`config.mk`:
```
export PLATFORM = sky130hd
export DESIGN_NAME = tcu_timer
export DESIGN_NICKNAME = d
export VERILOG_FILES = /design/src/tcu_pkg.sv /design/src/tcu_prescaler.sv /design/src/tcu_timer.sv
export SDC_FILE = /design/constraint.sdc
export NUM_CORES = 1
export LEC_CHECK = 0
export BUFFER_PORTS_ARGS = -buffer_cell sky130_fd_sc_hd__buf_2
export CAP_MARGIN = 20
export CELL_PAD_IN_SITES_DETAIL_PLACEMENT = 1
export CELL_PAD_IN_SITES_GLOBAL_PLACEMENT = 1
export CORE_MARGIN = 4
export CORE_UTILIZATION = 35
export CTS_CLUSTER_SIZE = 28
export DETAILED_ROUTE_END_ITERATION = 10
export HOLD_SLACK_MARGIN = 0.03
export PLACE_DENSITY_LB_ADDON = 0.1
export SLEW_MARGIN = 20
export SYNTH_ARGS = -nofsm -noshare
export SYNTH_HDL_FRONTEND = slang
export SYNTH_SLANG_ARGS = --single-unit
export TNS_END_PERCENT = 100
```
`constraint.sdc`:
```
create_clock -name clk -period 2.45 [get_ports clk]
set_clock_uncertainty 0.05 [all_clocks]
set_input_delay 0.1225 -clock clk [delete_from_list [all_inputs] [get_ports clk]]
set_output_delay 0.1225 -clock clk [all_outputs]
set_load 0.02 [all_outputs]
```
`src/tcu_pkg.sv`:
```
/*
 * Package for the 8-bit timer/counter with one compare channel: register
 * offsets, field positions, reset values, mode encodings and carrier types.
 * Assumes a 32-bit APB slave with one aligned word per register.
 */
package tcu_pkg;

    // ****************************************
    // register map (byte addresses)
    // ****************************************
    localparam logic [7:0] TCU_OFF_CONTROL = 8'h00;
    localparam logic [7:0] TCU_OFF_COUNT = 8'h04;
    localparam logic [7:0] TCU_OFF_COMPARE = 8'h08;
    localparam logic [7:0] TCU_OFF_FLAGS = 8'h0C;
    localparam logic [7:0] TCU_OFF_MASK = 8'h10;
    localparam logic [7:0] TCU_OFF_ASYNC = 8'h14;

    // ****************************************
    // field positions
    // ****************************************
    localparam int TCU_CTL_CS_LSB = 0;
    localparam int TCU_CTL_WGM_LSB = 3;
    localparam int TCU_CTL_COM_LSB = 5;
    localparam int TCU_CTL_FOC_BIT = 7;
    localparam int TCU_FLG_OVF_BIT = 0;
    localparam int TCU_FLG_CMP_BIT = 1;
    localparam int TCU_ASY_SEL_BIT = 0;

    // ****************************************
    // reset values and extremes
    // ****************************************
    localparam logic [7:0] TCU_RST_BYTE = 8'h00;
    localparam logic [7:0] TCU_BOTTOM = 8'h00;
    localparam logic [7:0] TCU_MAX = 8'hFF;
    localparam logic [31:0] TCU_RD_UNMAPPED = 32'h0000_0000;

    // waveform mode encodings
    localparam logic [1:0] TCU_WGM_NORMAL = 2'h0;
    localparam logic [1:0] TCU_WGM_PHASE = 2'h1;
    localparam logic [1:0] TCU_WGM_CTC = 2'h2;
    localparam logic [1:0] TCU_WGM_FAST = 2'h3;

    // output action encodings
    localparam logic [1:0] TCU_COM_OFF = 2'h0;
    localparam logic [1:0] TCU_COM_TOGGLE = 2'h1;
    localparam logic [1:0] TCU_COM_CLEAR = 2'h2;
    localparam logic [1:0] TCU_COM_SET = 2'h3;

    // control register fields
    typedef struct packed {
        logic forceCompare;
        logic [1:0] outputAction;
        logic [1:0] waveformMode;
        logic [2:0] clockSelect;
    } tcu_ctrl_t;

    // ticks towards the counter
    typedef struct packed {
        logic ioTick;
        logic xtalTick;
    } tcu_ticks_t;

endpackage

```
`src/tcu_prescaler.sv`:
```
/*
 * Tick source for the counter: divides the system clock by the selected
 * prescale factor; with asyncSelect, synchronised crystal-edge ticks pass only on a divider rollover, every one at factor 1.
 * Assumes xtalRise is already synchronised to clk, one pulse per edge.
 */
`timescale 1ns/10ps
module tcu_prescaler
    import tcu_pkg::*;
#(
    parameter int DIV_BITS = 10
) (
    // clock and reset
    input wire logic clk,
    input wire logic rst,
    // selection
    input wire logic [2:0] clockSelect,
    input wire logic asyncSelect,
    input wire logic xtalRise,
    // tick out
    output logic tick
);

    // the widest factor needs ten divider bits
    if (DIV_BITS < 10) begin : g_bad_width
        $error("tcu_prescaler: DIV_BITS must be at least 10");
    end

    logic [DIV_BITS-1:0] divCount;

    always_ff @(posedge clk) begin
        if (rst) begin
            divCount <= '0;
        end else begin
            divCount <= divCount + 1'b1;
        end
    end

    // factor 1,8,32,64,128,256,1024: tick when the low bits roll over
    function automatic logic rollover(input logic [DIV_BITS-1:0] c, input int bits);
        logic r;
        r = 1'b1;
        for (int i = 0; i < 10; i++) begin
            if (i < bits && !c[i]) begin
                r = 1'b0;
            end
        end
        return r;
    endfunction

    always_comb begin
        case (clockSelect)
            3'd0: tick = 1'b0;
            3'd1: tick = asyncSelect ? xtalRise : 1'b1;
            3'd2: tick = rollover(divCount, 3) & (asyncSelect ? xtalRise : 1'b1);
            3'd3: tick = rollover(divCount, 5) & (asyncSelect ? xtalRise : 1'b1);
            3'd4: tick = rollover(divCount, 6) & (asyncSelect ? xtalRise : 1'b1);
            3'd5: tick = rollover(divCount, 7) & (asyncSelect ? xtalRise : 1'b1);
            3'd6: tick = rollover(divCount, 8) & (asyncSelect ? xtalRise : 1'b1);
            3'd7: tick = rollover(divCount, 10) & (asyncSelect ? xtalRise : 1'b1);
            default: tick = 1'b0;
        endcase
    end

endmodule // tcu_prescaler

```
`src/tcu_timer.sv`:
```
/*
 * 8-bit timer/counter with one compare unit behind an APB slave.
 * Assumes APB master on clk; crystal pin is asynchronous and synchronised here.
 */
`timescale 1ns/10ps
module tcu_timer
    import tcu_pkg::*;
(
    // clock and reset
    input wire logic clk,
    input wire logic rst,
    // apb slave
    input wire logic psel,
    input wire logic penable,
    input wire logic pwrite,
    input wire logic [7:0] paddr,
    input wire logic [31:0] pwdata,
    output logic [31:0] prdata,
    output logic pready,
    output logic pslverr,
    // crystal oscillator pins
    input wire logic crystal_pin_in,
    output logic crystal_pin_out,
    // port pin shared with the compare output
    input wire logic portValue,
    output logic compare_output,
    output logic pinValue,
    // interrupt service
    input wire logic compareIrqAck,
    input wire logic overflowIrqAck,
    output logic compareIrq,
    output logic overflowIrq
);

    // ****************************************
    // registers
    // ****************************************
    tcu_ctrl_t timer_control_reg;
    logic [7:0] count_value, compare_value, compareBuffer;
    logic [1:0] timer_flag_reg, timer_mask_reg;
    logic async_clock_select, countingDown, blockNext, tick;
    logic xtalSync1, xtalSync2, xtalPrev;

    // ****************************************
    // bus decode
    // ****************************************
    logic wrEn, rdEn;
    assign wrEn = psel && penable && pwrite;
    assign rdEn = psel && penable && !pwrite;
    assign pready = 1'b1;
    assign pslverr = 1'b0;
    logic wrControl, wrCount, wrCompare, wrFlags;
    assign wrControl = wrEn && paddr == TCU_OFF_CONTROL;
    assign wrCount = wrEn && paddr == TCU_OFF_COUNT;
    assign wrCompare = wrEn && paddr == TCU_OFF_COMPARE;
    assign wrFlags = wrEn && paddr == TCU_OFF_FLAGS;
    logic [1:0] mode, action;
    logic pwm;
    assign mode = timer_control_reg.waveformMode;
    assign action = timer_control_reg.outputAction;
    assign pwm = mode == TCU_WGM_PHASE || mode == TCU_WGM_FAST;

    // ****************************************
    // tick source
    // ****************************************
    // crystal pin is asynchronous; only the second stage and its delayed copy are read
    always_ff @(posedge clk) begin
        if (rst) begin
            xtalSync1 <= 1'b0;
            xtalSync2 <= 1'b0;
            xtalPrev <= 1'b0;
        end else begin
            xtalSync1 <= crystal_pin_in;
            xtalSync2 <= xtalSync1;
            xtalPrev <= xtalSync2;
        end
    end
    assign crystal_pin_out = ~xtalSync2;

    tcu_prescaler #(
        .DIV_BITS(10)
    ) u_prescaler (
        .clk(clk),
        .rst(rst),
        .clockSelect(timer_control_reg.clockSelect),
        .asyncSelect(async_clock_select),
        .xtalRise(xtalSync2 && !xtalPrev),
        .tick(tick)
    );

    // ****************************************
    // counter state decode
    // ****************************************
    logic atBottom, atMax, rawMatch, match, loadPoint;
    logic [7:0] topValue;
    assign atBottom = count_value == TCU_BOTTOM;
    assign atMax = count_value == TCU_MAX;
    assign topValue = (mode == TCU_WGM_CTC) ? compare_value : TCU_MAX;
    assign rawMatch = count_value == compare_value;
    assign match = rawMatch && !blockNext;

    // ****************************************
    // counter
    // ****************************************
    always_ff @(posedge clk) begin
        if (rst) begin
            count_value <= TCU_RST_BYTE;
        end else if (wrCount) begin
            count_value <= pwdata[7:0];
        end else if (tick) begin
            case (mode)
                TCU_WGM_NORMAL: count_value <= count_value + 8'h01;
                TCU_WGM_CTC: count_value <= match ? TCU_BOTTOM : count_value + 8'h01;
                TCU_WGM_FAST: count_value <= atMax ? TCU_BOTTOM : count_value + 8'h01;
                TCU_WGM_PHASE: begin
                    if (countingDown) begin
                        count_value <= count_value - 8'h01;
                    end else begin
                        count_value <= count_value + 8'h01;
                    end
                end
                default: count_value <= count_value;
            endcase
        end
    end

    // direction for phase-correct: turn at top and bottom
    logic next_countingDown;
    always_comb begin
        next_countingDown = countingDown;
        if (mode != TCU_WGM_PHASE) begin
            next_countingDown = 1'b0;
        end else if (!countingDown && count_value == 8'hFE) begin
            next_countingDown = 1'b1;
        end else if (countingDown && count_value == 8'h01) begin
            next_countingDown = 1'b0;
        end
    end

    always_ff @(posedge clk) begin
        if (rst) begin
            countingDown <= 1'b0;
        end else if (tick && !wrCount) begin
            countingDown <= next_countingDown;
        end
    end

    // write blocks matches until the next tick has passed, even if stopped
    always_ff @(posedge clk) begin
        if (rst) begin
            blockNext <= 1'b0;
        end else if (wrCount) begin
            blockNext <= 1'b1;
        end else if (tick) begin
            blockNext <= 1'b0;
        end
    end

    // ****************************************
    // compare register with double buffer
    // ****************************************
    assign loadPoint = tick && count_value == topValue;

    always_ff @(posedge clk) begin
        if (rst) begin
            compareBuffer <= TCU_RST_BYTE;
        end else if (wrCompare) begin
            compareBuffer <= pwdata[7:0];
        end
    end

    always_ff @(posedge clk) begin
        if (rst) begin
            compare_value <= TCU_RST_BYTE;
        end else if (wrCompare && !pwm) begin
            compare_value <= pwdata[7:0];
        end else if (pwm && loadPoint) begin
            compare_value <= compareBuffer;
        end
    end

    // ****************************************
    // flags, mask and async select
    // ****************************************
    logic overflowEvent, compareEvent;
    always_comb begin
        overflowEvent = 1'b0;
        if (tick && !wrCount) begin
            case (mode)
                TCU_WGM_PHASE: overflowEvent = countingDown && count_value == 8'h01;
                default: overflowEvent = atMax;
            endcase
        end
    end
    assign compareEvent = tick && match;

    // set beats clear
    always_ff @(posedge clk) begin
        if (rst) begin
            timer_flag_reg <= 2'b00;
        end else begin
            timer_flag_reg[TCU_FLG_OVF_BIT] <= overflowEvent ||
                (timer_flag_reg[TCU_FLG_OVF_BIT] && !overflowIrqAck &&
                 !(wrFlags && pwdata[TCU_FLG_OVF_BIT]));
            timer_flag_reg[TCU_FLG_CMP_BIT] <= compareEvent ||
                (timer_flag_reg[TCU_FLG_CMP_BIT] && !compareIrqAck &&
                 !(wrFlags && pwdata[TCU_FLG_CMP_BIT]));
        end
    end

    always_ff @(posedge clk) begin
        if (rst) begin
            timer_mask_reg <= 2'b00;
        end else if (wrEn && paddr == TCU_OFF_MASK) begin
            timer_mask_reg <= pwdata[1:0];
        end
    end

    assign overflowIrq = timer_flag_reg[TCU_FLG_OVF_BIT] && timer_mask_reg[TCU_FLG_OVF_BIT];
    assign compareIrq = timer_flag_reg[TCU_FLG_CMP_BIT] && timer_mask_reg[TCU_FLG_CMP_BIT];

    always_ff @(posedge clk) begin
        if (rst) begin
            async_clock_select <= 1'b0;
        end else if (wrEn && paddr == TCU_OFF_ASYNC) begin
            async_clock_select <= pwdata[TCU_ASY_SEL_BIT];
        end
    end

    // force strobe is never stored: reads back as zero
    always_ff @(posedge clk) begin
        if (rst) begin
            timer_control_reg <= '0;
        end else if (wrControl) begin
            timer_control_reg <= tcu_ctrl_t'({1'b0, pwdata[6:0]});
        end
    end

    // ****************************************
    // waveform generator
    // ****************************************
    logic ocState, forceNow;
    assign forceNow = wrControl && pwdata[TCU_CTL_FOC_BIT] && !pwm;

    // applies the action field using the live setting, not a buffered one
    function automatic logic applyAction(input logic [1:0] act, input logic cur);
        case (act)
            TCU_COM_TOGGLE: return !cur;
            TCU_COM_CLEAR: return 1'b0;
            TCU_COM_SET: return 1'b1;
            default: return cur;
        endcase
    endfunction

    always_ff @(posedge clk) begin
        if (rst) begin
            ocState <= 1'b0;
        end else if (forceNow) begin
            ocState <= applyAction(pwdata[TCU_CTL_COM_LSB +: 2], ocState);
        end else if (compareEvent && !pwm) begin
            ocState <= applyAction(action, ocState);
        end else if (tick && mode == TCU_WGM_FAST && action[1]) begin
            if (match) begin
                ocState <= action[0];
            end else if (atMax) begin
                ocState <= !action[0];
            end
        end else if (compareEvent && mode == TCU_WGM_PHASE && action[1]) begin
            ocState <= countingDown ? !action[0] : action[0];
        end
        // mode changes leave ocState untouched
    end

    assign compare_output = ocState;
    assign pinValue = (action != TCU_COM_OFF) ? ocState : portValue;

    // ****************************************
    // read data
    // ****************************************
    always_comb begin
        prdata = TCU_RD_UNMAPPED;
        if (rdEn) begin
            case (paddr)
                TCU_OFF_CONTROL: prdata = {24'h00_0000, timer_control_reg};
                TCU_OFF_COUNT: prdata = {24'h00_0000, count_value};
                TCU_OFF_COMPARE: prdata = {24'h00_0000, pwm ? compareBuffer : compare_value};
                TCU_OFF_FLAGS: prdata = {30'h0000_0000, timer_flag_reg};
                TCU_OFF_MASK: prdata = {30'h0000_0000, timer_mask_reg};
                TCU_OFF_ASYNC: prdata = {31'h0000_0000, async_clock_select};
                default: prdata = TCU_RD_UNMAPPED;
            endcase
        end
    end

    // ****************************************
    // checks
    // ****************************************
    a_write_priority: assert property (@(posedge clk) disable iff (rst)
        wrCount |=> count_value == $past(pwdata[7:0]))
        else $error("count write lost");
    a_stop_holds: assert property (@(posedge clk) disable iff (rst)
        timer_control_reg.clockSelect == 3'd0 && !wrCount |=> $stable(count_value))
        else $error("counter moved while stopped");
    a_match_flag: assert property (@(posedge clk) disable iff (rst)
        tick && rawMatch && !blockNext |=> timer_flag_reg[TCU_FLG_CMP_BIT])
        else $error("compare flag missed");
    a_write_blocks: assert property (@(posedge clk) disable iff (rst)
        wrCount ##1 (tick && !wrCount && !timer_flag_reg[TCU_FLG_CMP_BIT] && !compareIrqAck)
        |=> !timer_flag_reg[TCU_FLG_CMP_BIT])
        else $error("match not blocked after count write");
    a_flag_clear: assert property (@(posedge clk) disable iff (rst)
        wrFlags && pwdata[TCU_FLG_CMP_BIT] && !compareEvent |=> !timer_flag_reg[TCU_FLG_CMP_BIT])
        else $error("compare flag not cleared");
    a_normal_wrap: assert property (@(posedge clk) disable iff (rst)
        tick && !wrCount && mode == TCU_WGM_NORMAL && atMax
        |=> count_value == TCU_BOTTOM && timer_flag_reg[TCU_FLG_OVF_BIT])
        else $error("normal wrap or overflow wrong");
    a_ctc_clear: assert property (@(posedge clk) disable iff (rst)
        tick && !wrCount && mode == TCU_WGM_CTC && match |=> count_value == TCU_BOTTOM)
        else $error("clear on match failed");
    a_force_noflag: assert property (@(posedge clk) disable iff (rst)
        forceNow && !compareEvent && !timer_flag_reg[TCU_FLG_CMP_BIT]
        |=> !timer_flag_reg[TCU_FLG_CMP_BIT])
        else $error("force set the flag");
    a_buffer_hold: assert property (@(posedge clk) disable iff (rst)
        pwm && !loadPoint && $stable(mode) |=> $stable(compare_value))
        else $error("compare loaded outside top");
    a_pin_mux: assert property (@(posedge clk) disable iff (rst)
        action != TCU_COM_OFF |-> pinValue == ocState)
        else $error("pin not handed to waveform");

    c_overflow: cover property (@(posedge clk) overflowEvent);
    c_force: cover property (@(posedge clk) forceNow);
    c_phase_turn: cover property (@(posedge clk) tick && countingDown && mode == TCU_WGM_PHASE);
    c_match_blocked: cover property (@(posedge clk) tick && rawMatch && blockNext);
    c_fast_bottom: cover property (@(posedge clk) tick && atBottom && mode == TCU_WGM_FAST);

endmodule // tcu_timer

```
==> results of run 1 <==
-- worst reg2reg max path: cells and delay by family, from the launching register on --
family | cells | cell delay, ps
xor gates and xnor gates | 1 | 150
AOI/OAI and AO/OA | 3 | 600
DFF | 1 | 350
buffers and inverters | 3 | 480
and+or+nand+nor | 3 | 450
-- layer usage --
metal  wire, um  part of all wire
met1       5110              0.47
met2       5330              0.49
met3        245             0.023
met4         85            0.0079
met5          0                 0
-- cell type report --
type                    instances  area [um^2]
well taps                     133          166
inverters                       8         30.0
fillers                      1251         5700
flip-flops and latches         52         1040
clock buffers                   6         72.6
clock inverters                 2         17.5
multi-input cells             350         2200
repair buffers                 82          543
-- where the power goes --
part / internal, mW / switching (mW) / leakage, nW
combinational: 0.0384 / 0.0937 / 1.15
sequential: 0.851 / 0.00331 / 0.420
clock: 0.210 / 0.319 / 0.0462
-- stage by stage --
stage | std cells | TNS, ps | instance area [um^2] | total power, mW
final | 633 | 0 | 4070 | 1.52
after detailed placement | 622 | -13.3 | 3930 | 1.00
after CTS | 633 | 0 | 4050 | 1.54
after global routing | 633 | -82.1 | 4070 | 1.59
after global placement | 622 | 0 | 3930 | 1.00
after floorplan | 463 | 0 | 3590 | 0.981
-- cell families (layout without fill, tap and decap cells) --
kind of cell             after synthesis  in the layout  synth area share
AO/OA/AOI/OAI                        100            100             0.196
XOR/XNOR                              16             16            0.0400
adder cells (fa/ha/maj)                7              7            0.0250
buffers and inverters                 61             98             0.107
flip-flops                            52             52             0.297
multiplexers                          29             29            0.0885
other                                  2             26           0.00214
AND/OR/NAND/NOR                      172            172             0.244
-- layout by cell type, fill, tap and decap left out, types with 3 or more instances in the layout --
master          n
xor2_1         13
or3_1           5
a211oi_1        5
mux2i_1        22
buf_4          41
buf_2          37
ha_1            7
nand2b_1        5
nor4_1          4
a211oi_2        9
nand2_1        44
nor2b_1        10
a21oi_1        29
mux2_2          6
o211ai_1        4
dfxtp_1        51
clkbuf_8        5
a22oi_1        11
inv_1           8
nand4_1         3
xnor2_1         3
nand3b_1        3
a31oi_1         6
nor3_2          3
and2_1          6
dlygate4sd3_1   3
nor3b_1         3
nand3_1        16
and3_1          7
nor3_1          6
conb_1         26
o21ai_0        16
nor2_1         49
o221ai_1        3
-- final timing paths --
kind                                                end  slack (ps)  depth (start not counted)
worst max register to register           count_value[4]         220                         10
worst max-delay path                          prdata[2]          90                          7
worst min-delay path                            mode[1]          40                          3
worst min register to register  u_prescaler.divCount[0]         400                          1
-- timing repair --
action                                  CTS  global route
endpoints found under the hold margin     3             0
endpoints found under the setup margin    3             5
hold buffers                              3             0
gates resized for setup                   1             6
pin swaps                                 0             1
==> results.txt, run 1 <==
----------------------------------------------------
[Run status]
  Outcome ... finished, final reports clean

[Global route]
  Most used routing layer in global routing ... met2
  Wire length of the first global-routing pass ... 17.3 mm
  Tot GR Track Use ... 0.189
  Met2 capacity usage during global routing ... 0.320
  GR Layer Usage met3 ... 0.0269
  GR Overflow Total ... 0
  M1 GR Usage ... 0.256
  Antenna violations before repair ... 0
  Largest net degree at the start of global routing ... 30
  Number of global-route vias before repair ... 3,261

[Yosys]
  Number of enable-type register cells in the synthesized netlist ... 0
  Area share of the leading cell type in the synthesized netlist ... 0.297
  Largest area contributor in the synthesized netlist ... dfxtp_1
  Post-synth ARST share ... 0
  Post-synth design cell area ... 3500 um^2
  Most numerous cell in the Yosys netlist ... dfxtp_1
  Synthesized area per cell ... about 8.0 um^2
  Share of the yosys chip area belonging to registers ... 0.297
  Number of synthesized register bits ... 52
  List of most frequent post-synthesis cells ... dfxtp_1 (52), nor2_1 (49), nand2_1 (44)
  Yosys warning count ... 0
  Synth top area cells ... dfxtp_1 (30%), mux2i_1 (6.3%), buf_4 (5.6%)
  Post-synth top flop ... dfxtp_1
  Number of instances in the synthesized netlist ... between 400 and 500
  Synth unique cells ... 57

[Floorplan]
  Boundary Pins ... between 80 and 90
  Number of standard-cell rows in the floorplan ... 36
  Die extent in x ... 108 um
  Die Y-Extent ... 108 um
  Full die area ... around 12,000 um^2
  Core footprint ... roughly 10000 um^2
  Starting utilization of the core area ... 0.359

[STA]
  Rel. slew slack ... 0.558
  Post-layout min period ... 2360 ps
  Final Cycle Share ... 0.965
  Final Hold Slack ... between 40 and 50 ps
  Count of pins over their slew limit ... 0
  Final worst setup slack ... ~86 ps
  Maximum clock rate ... between 400 and 500 MHz
  Final hold violation count ... 0
  Transition at the pin with the smallest max-transition slack ... approximately 660 ps
  Final setup violation count ... 0
  RSZ-0062 raised after global routing ... true

[Placement]
  Setup WS pre-CTS ... -13.3 ps
  Final GP Congestion ... about 0.82
  Port buffer count ... 37
  Detailed placer's ending HPWL ... about 8.4 mm

[Critical path]
  Kind of cell adding the most delay to the critical path ... simple AND/OR/NAND/NOR gates
  Buf+Inv Stages, Crit Path ... 3
  Crit Path Class ... in2out
  Startpoint type of the worst setup path ... primary input
  Max stage delay cell, worst path ... or4_4
  Critical path peak fanout ... 8
  Crit path required time ... between 2000 and 2500 ps
  Most common cell on crit path ... buf_2
  Critical Path Max Stage Delay ... about 530 ps
  Crit path cell chain ... buf_2, or4_4, or3_1, buf_4, a211o_2, a21oi_1, buf_2
  Crit. End Element ... primary output
  Reg-to-reg startpoint ... count_value[1]
  Arrival time at the worst endpoint ... 2190 ps
  Worst setup path startpoint ... paddr[1]

[Routing]
  Routed Wire Length ... 10.8 mm
  Via count ... ~3,200
  First DRT Iteration DRCs ... just over 100
  Via density ... ~5.1
  First-pass DRT Iterations ... 4
  Residual DRC ... 0
  Wirelength per Cell ... about 17 um
  Count of nets left with antenna violations after detail routing ... 0

[CTS]
  H-tree depth ... 2
  Clk sink count ... 52
  Clock Latency Late Sink ... between 300 and 400 ps
  Post-CTS Repair Setup Buffers ... 0
  Reg clk slew, reported paths ... 100 ps
  Number of buffers inserted during clock tree synthesis ... 5
  Clk root buf ... clkbuf_8
  Number of buffers between clock root and the deepest sink ... 2
  TritonCTS clock tree ... yes

[Layout]
  Nets@finish ... around 560
  Register with the most flip-flops ... u_prescaler.divCount
  Number of flip-flops in the largest register ... 10
  Count of antenna diodes in the layout ... 0
  Syn-to-layout area delta ... 16.1%
  Fraction of layout instances using a drive strength above 1 ... 0.230
  Util after Layout ... 0.416

[Power]
  Leakage Power ... about 1.6 nW
  Peak ir drop on the vdd network ... between 0.0002 and 0.00025 V
  Power per standard cell area ... around 370 nW/um^2

[Flow run]
  Number of max-cap violations ... 0

[Hold path]
  Classification of the worst-slack hold path ... in2reg
  Beginning of the worst hold path ... pwdata[4]

----------------------------------------------------
(Power assumes the default switching activity.)
==> run 2: changes to the inputs <==
Settings changed: CELL_PAD_IN_SITES_DETAIL_PLACEMENT 1 to 0.
==> results.txt, run 2 (synthesis results as in run 1) <==
----------------------------------------------------
[Run status]
  Outcome ... finished, final reports clean

[Power]
  Power share of the clock group ... 0.338
  Design Power ... roughly 1.5 mW
  Power per standard cell area ... between 300 and 400 nW/um^2
  Peak ir drop on the vdd network ... around 0.00020 V
  Internal power summed over all cells ... 1.09 mW
  Net switching power figure ... roughly 0.40 mW
  Register share of total power ... 0.574
  Leakage Power ... 1.61 nW
  Share of power burned in combinational logic ... 0.088
  Fraction of power spent switching nets ... 0.268

[Critical path]
  Worst-case register-to-register setup slack ... between 150 and 200 ps
  Crit. End Element ... primary output
  Crit Path Class ... in2out
  Crit path required time ... 2280 ps
  Critical path peak fanout ... 8
  Arrival time at the worst endpoint ... 2200 ps
  Startpoint type of the worst setup path ... primary input

[Floorplan]
  Starting utilization of the core area ... 0.359
  Die Y-Extent ... about 110 um
  Number of standard-cell rows in the floorplan ... 36
  Die extent in x ... about 110 um
  Boundary Pins ... 88
  Full die area ... 11,700 um^2
  Core footprint ... 9770 um^2

[CTS]
  Post-CTS Repair Setup Buffers ... 0
  H-tree depth ... 2
  Number of buffers between clock root and the deepest sink ... 2
  Clock Latency Late Sink ... 310 ps
  Reg clk slew, reported paths ... 100 ps
  TritonCTS clock tree ... yes
  Clk root buf ... clkbuf_8
  Clk sink count ... 52
  Number of buffers inserted during clock tree synthesis ... 5

[Routing]
  First DRT Iteration DRCs ... 185
  Via density ... 5.05
  First-pass DRT Iterations ... 4
  Wirelength per Cell ... between 15 and 20 um
  Routed Wire Length ... roughly 10 mm
  Residual DRC ... 0
  Count of nets left with antenna violations after detail routing ... 0
  Via count ... 3,191

[Global route]
  Wire length of the first global-routing pass ... roughly 16 mm
  Largest net degree at the start of global routing ... 30
  Antenna violations before repair ... 0
  Tot GR Track Use ... 0.174
  GR Overflow Total ... 0
  Number of global-route vias before repair ... 3,015

[STA]
  Final setup violation count ... 0
  Rel. slew slack ... 0.571
  Post-layout min period ... 2370 ps
  RSZ-0062 raised after global routing ... false
  Transition at the pin with the smallest max-transition slack ... 644 ps
  Final Cycle Share ... 0.968
  Maximum clock rate ... 421 MHz
  Count of pins over their slew limit ... 0
  Final hold violation count ... 0

[Layout]
  Top library cells by usage in the layout, fill and taps aside ... dfxtp_1 (51), nor2_1 (49), nand2_1 (44)
  Nets@finish ... 555
  Count of antenna diodes in the layout ... 0
  Most frequent standard cell in the layout excluding fill and tap cells ... dfxtp_1
  Finished Layout Cells ... 632
  Final std cell area, no fill ... slightly above 4000 um^2
  Util after Layout ... 0.416
  Fraction of layout instances using a drive strength above 1 ... 0.230
  Register with the most flip-flops ... u_prescaler.divCount
  Syn-to-layout area delta ... 16.0%
  Number of flip-flops in the largest register ... 10

[Placement]
  Cell Area, Placed ... slightly below 4000 um^2
  Detailed placer's ending HPWL ... approximately 7.9 mm
  Final GP Congestion ... ~0.82
  Placed Cells ... just over 600
  Port buffer count ... 37

[Hold path]
  Classification of the worst-slack hold path ... in2reg

[Flow run]
  Number of max-cap violations ... 0

----------------------------------------------------
-- run 2: worst max-delay path, cell delays in order --
cell and delay (ps):
buf_2 100, or4_4 540, or3_1 460, buf_4 190
a211o_2 390, a21oi_1 200, buf_2 200
-- run 2: path summary, 6_finish.rpt --
check	from	to	depth (start not counted)
setup reg to reg	count_value[1]	count_value[4]	10
hold / removal	pwdata[3]	mode[0]	3
setup / recovery	paddr[1]	prdata[2]	7
hold reg to reg	xtalSync1	xtalSync2	1
-- run 2: metrics by stage --
step           hold WS (ps)  TNS [ps]  setup slack, ps
4_1_cts                33.3         0             73.2
3_5_place_dp            298     -20.3            -12.4
6_report               41.3         0             77.4
5_1_grt                34.1         0             16.1
3_3_place_gp            284         0             11.1
2_1_floorplan           201         0             77.3
-- run 2: what timing repair did --
| action | CTS | global route |
|---|---|---|
| endpoints found under the setup margin | 3 | 4 |
| hold buffers | 3 | 0 |
| endpoints found under the hold margin | 3 | 0 |
| resized for setup | 1 | 7 |
-- run 2: layout make-up --
class	count	area, um^2
Inverter	8	30.0
Clock buffer	5	68.8
Timing Repair Buffer	82	543
Sequential cell	52	1040
Fill cell	1067	5710
Multi-Input combinational cell	350	2200
Tap cell	133	166
Clock inverter	2	16.3
-- run 2: metal layers --
metal	wire, um	vias to the layer above	track usage
li1	-	1631	-
met5	0	-	0
met1	4840	1494	0.243
met3	351	10	0.0227
met2	4710	56	0.287
met4	116	0	0.0397
-- run 2: power groups by stage --
stage / clock network [mW] / logic [mW] / registers [mW]
6_report: 0.502 / 0.132 / 0.854
3_5_place_dp: 0 / 0.127 / 0.874
3_3_place_gp: 0 / 0.126 / 0.874
5_1_grt: 0.556 / 0.145 / 0.856
2_1_floorplan: 0 / 0.108 / 0.873
4_1_cts: 0.524 / 0.132 / 0.855
==> run 3: changes to the inputs <==
Settings changed: MAX_ROUTING_LAYER from default to met4.
==> results.txt, run 3 (synthesis results as in run 1) <==
----------------------------------------------------
[Layout]
  Nets@finish ... roughly 560
  Count of antenna diodes in the layout ... 0
  Most frequent standard cell in the layout excluding fill and tap cells ... dfxtp_1
  Fraction of layout instances using a drive strength above 1 ... 0.230
  Top library cells by usage in the layout, fill and taps aside ... dfxtp_1 (51), nor2_1 (49), nand2_1 (44)
  Number of flip-flops in the largest register ... 10
  Register with the most flip-flops ... u_prescaler.divCount
  Syn-to-layout area delta ... 16.0%

[Placement]
  Detailed placer's ending HPWL ... between 7 and 8 mm
  Final GP Congestion ... 0.829
  Port buffer count ... 37
  Setup WS pre-CTS ... -12.4 ps

[Run status]
  Outcome ... finished, final reports clean

[Routing]
  Wirelength per Cell ... ~16 um
  First-pass DRT Iterations ... 4
  Residual DRC ... 0
  Count of nets left with antenna violations after detail routing ... 0
  First DRT Iteration DRCs ... 169
  Via density ... just over 5
  Via count ... around 3,200
  Routed Wire Length ... 10.0 mm

[Global route]
  Number of global-route vias before repair ... 3,014
  Antenna violations before repair ... 0
  Largest net degree at the start of global routing ... 30
  GR Overflow Total ... 0
  Tot GR Track Use ... 0.179
  Wire length of the first global-routing pass ... around 16 mm

[Floorplan]
  Boundary Pins ... 88
  Die extent in x ... around 110 um
  Core footprint ... 9770 um^2
  Die Y-Extent ... ~110 um
  Full die area ... 11,700 um^2
  Starting utilization of the core area ... 0.359
  Number of standard-cell rows in the floorplan ... 36

[CTS]
  TritonCTS clock tree ... yes
  Clk sink count ... between 50 and 60
  Clk root buf ... clkbuf_8
  Number of buffers between clock root and the deepest sink ... 2
  Post-CTS Repair Setup Buffers ... 0
  Number of buffers inserted during clock tree synthesis ... 5
  Clock Latency Late Sink ... 310 ps
  H-tree depth ... 2
  Reg clk slew, reported paths ... 100 ps

[STA]
  Count of pins over their slew limit ... 0
  RSZ-0062 raised after global routing ... false
  Final worst setup slack ... ~85 ps
  Rel. slew slack ... 0.561
  Final setup violation count ... 0
  Maximum clock rate ... around 420 MHz
  Post-layout min period ... 2360 ps
  Transition at the pin with the smallest max-transition slack ... between 600 and 700 ps
  Final hold violation count ... 0
  Final Cycle Share ... 0.965

[Critical path]
  Crit path required time ... between 2000 and 2500 ps
  Arrival time at the worst endpoint ... about 2200 ps
  Worst reg2reg path depth ... 9
  Crit Path Class ... in2out
  Startpoint type of the worst setup path ... primary input
  Critical path peak fanout ... 8
  Crit. End Element ... primary output

[Power]
  Peak ir drop on the vdd network ... about 0.00020 V
  Power per standard cell area ... 366 nW/um^2
  Design Power ... 1.49 mW
  Leakage Power ... around 1.6 nW

[Flow run]
  Number of max-cap violations ... 0

[Hold path]
  Hold Path Stages ... 3
  Classification of the worst-slack hold path ... in2reg

----------------------------------------------------
[run 3: critical path: stages]
cell and delay (ps):
buf_2 100, or4_4 530, or3_1 460, buf_4 190, a211o_2 390, a21oi_1 190, buf_2 200
[run 3: timing repair]
item	in CTS	in global routing
gates resized for setup	1	7
hold buffers	3	0
endpoints found under the hold margin	3	0
setup endpoints to repair	3	4
[run 3: layout make-up]
type                            count  area, um^2
Sequential cell                    52        1040
Clock buffer                        5        68.8
Timing Repair Buffer               82         543
Clock inverter                      2        16.3
Fill cell                        1067        5710
Tap cell                          133         166
Multi-Input combinational cell    350        2200
Inverter                            8        30.0
[run 3: stage by stage]
| stage | utilization | setup TNS, ps | cell area [um^2] | std cells | hold WS (ps) |
|---|---|---|---|---|---|
| after global routing | 0.416 | 0 | 4070 | 632 | 34.1 |
| after detailed placement | 0.402 | -20.3 | 3930 | 622 | 298 |
| after floorplan | - | 0 | 3590 | 463 | 201 |
| after CTS | 0.414 | 0 | 4050 | 632 | 33.3 |
| final | 0.416 | 0 | 4070 | 632 | 39.9 |
| after global placement | 0.402 | 0 | 3930 | 622 | 284 |
[run 3: metal layers]
metal  wire [um]  global-route usage  share of wire
met1        4890               0.244           0.49
met2        4730               0.286           0.47
met3         296              0.0227          0.029
met4         117              0.0397          0.012
met5           0                   -              0
[run 3: power breakdown]
part           switching, mW  internal (mW)
clock                  0.300          0.200
combinational         0.0936         0.0383
sequential           0.00333          0.851
[run 3: final timing paths]
path	startpoint	end	slack, ps
worst min-delay path	pwdata[3]	mode[0]	40
worst max register to register	timer_control_reg[0]	compare_value[7]	210
worst max-delay path	paddr[1]	prdata[6]	90
worst min register to register	xtalSync1	xtalSync2	400
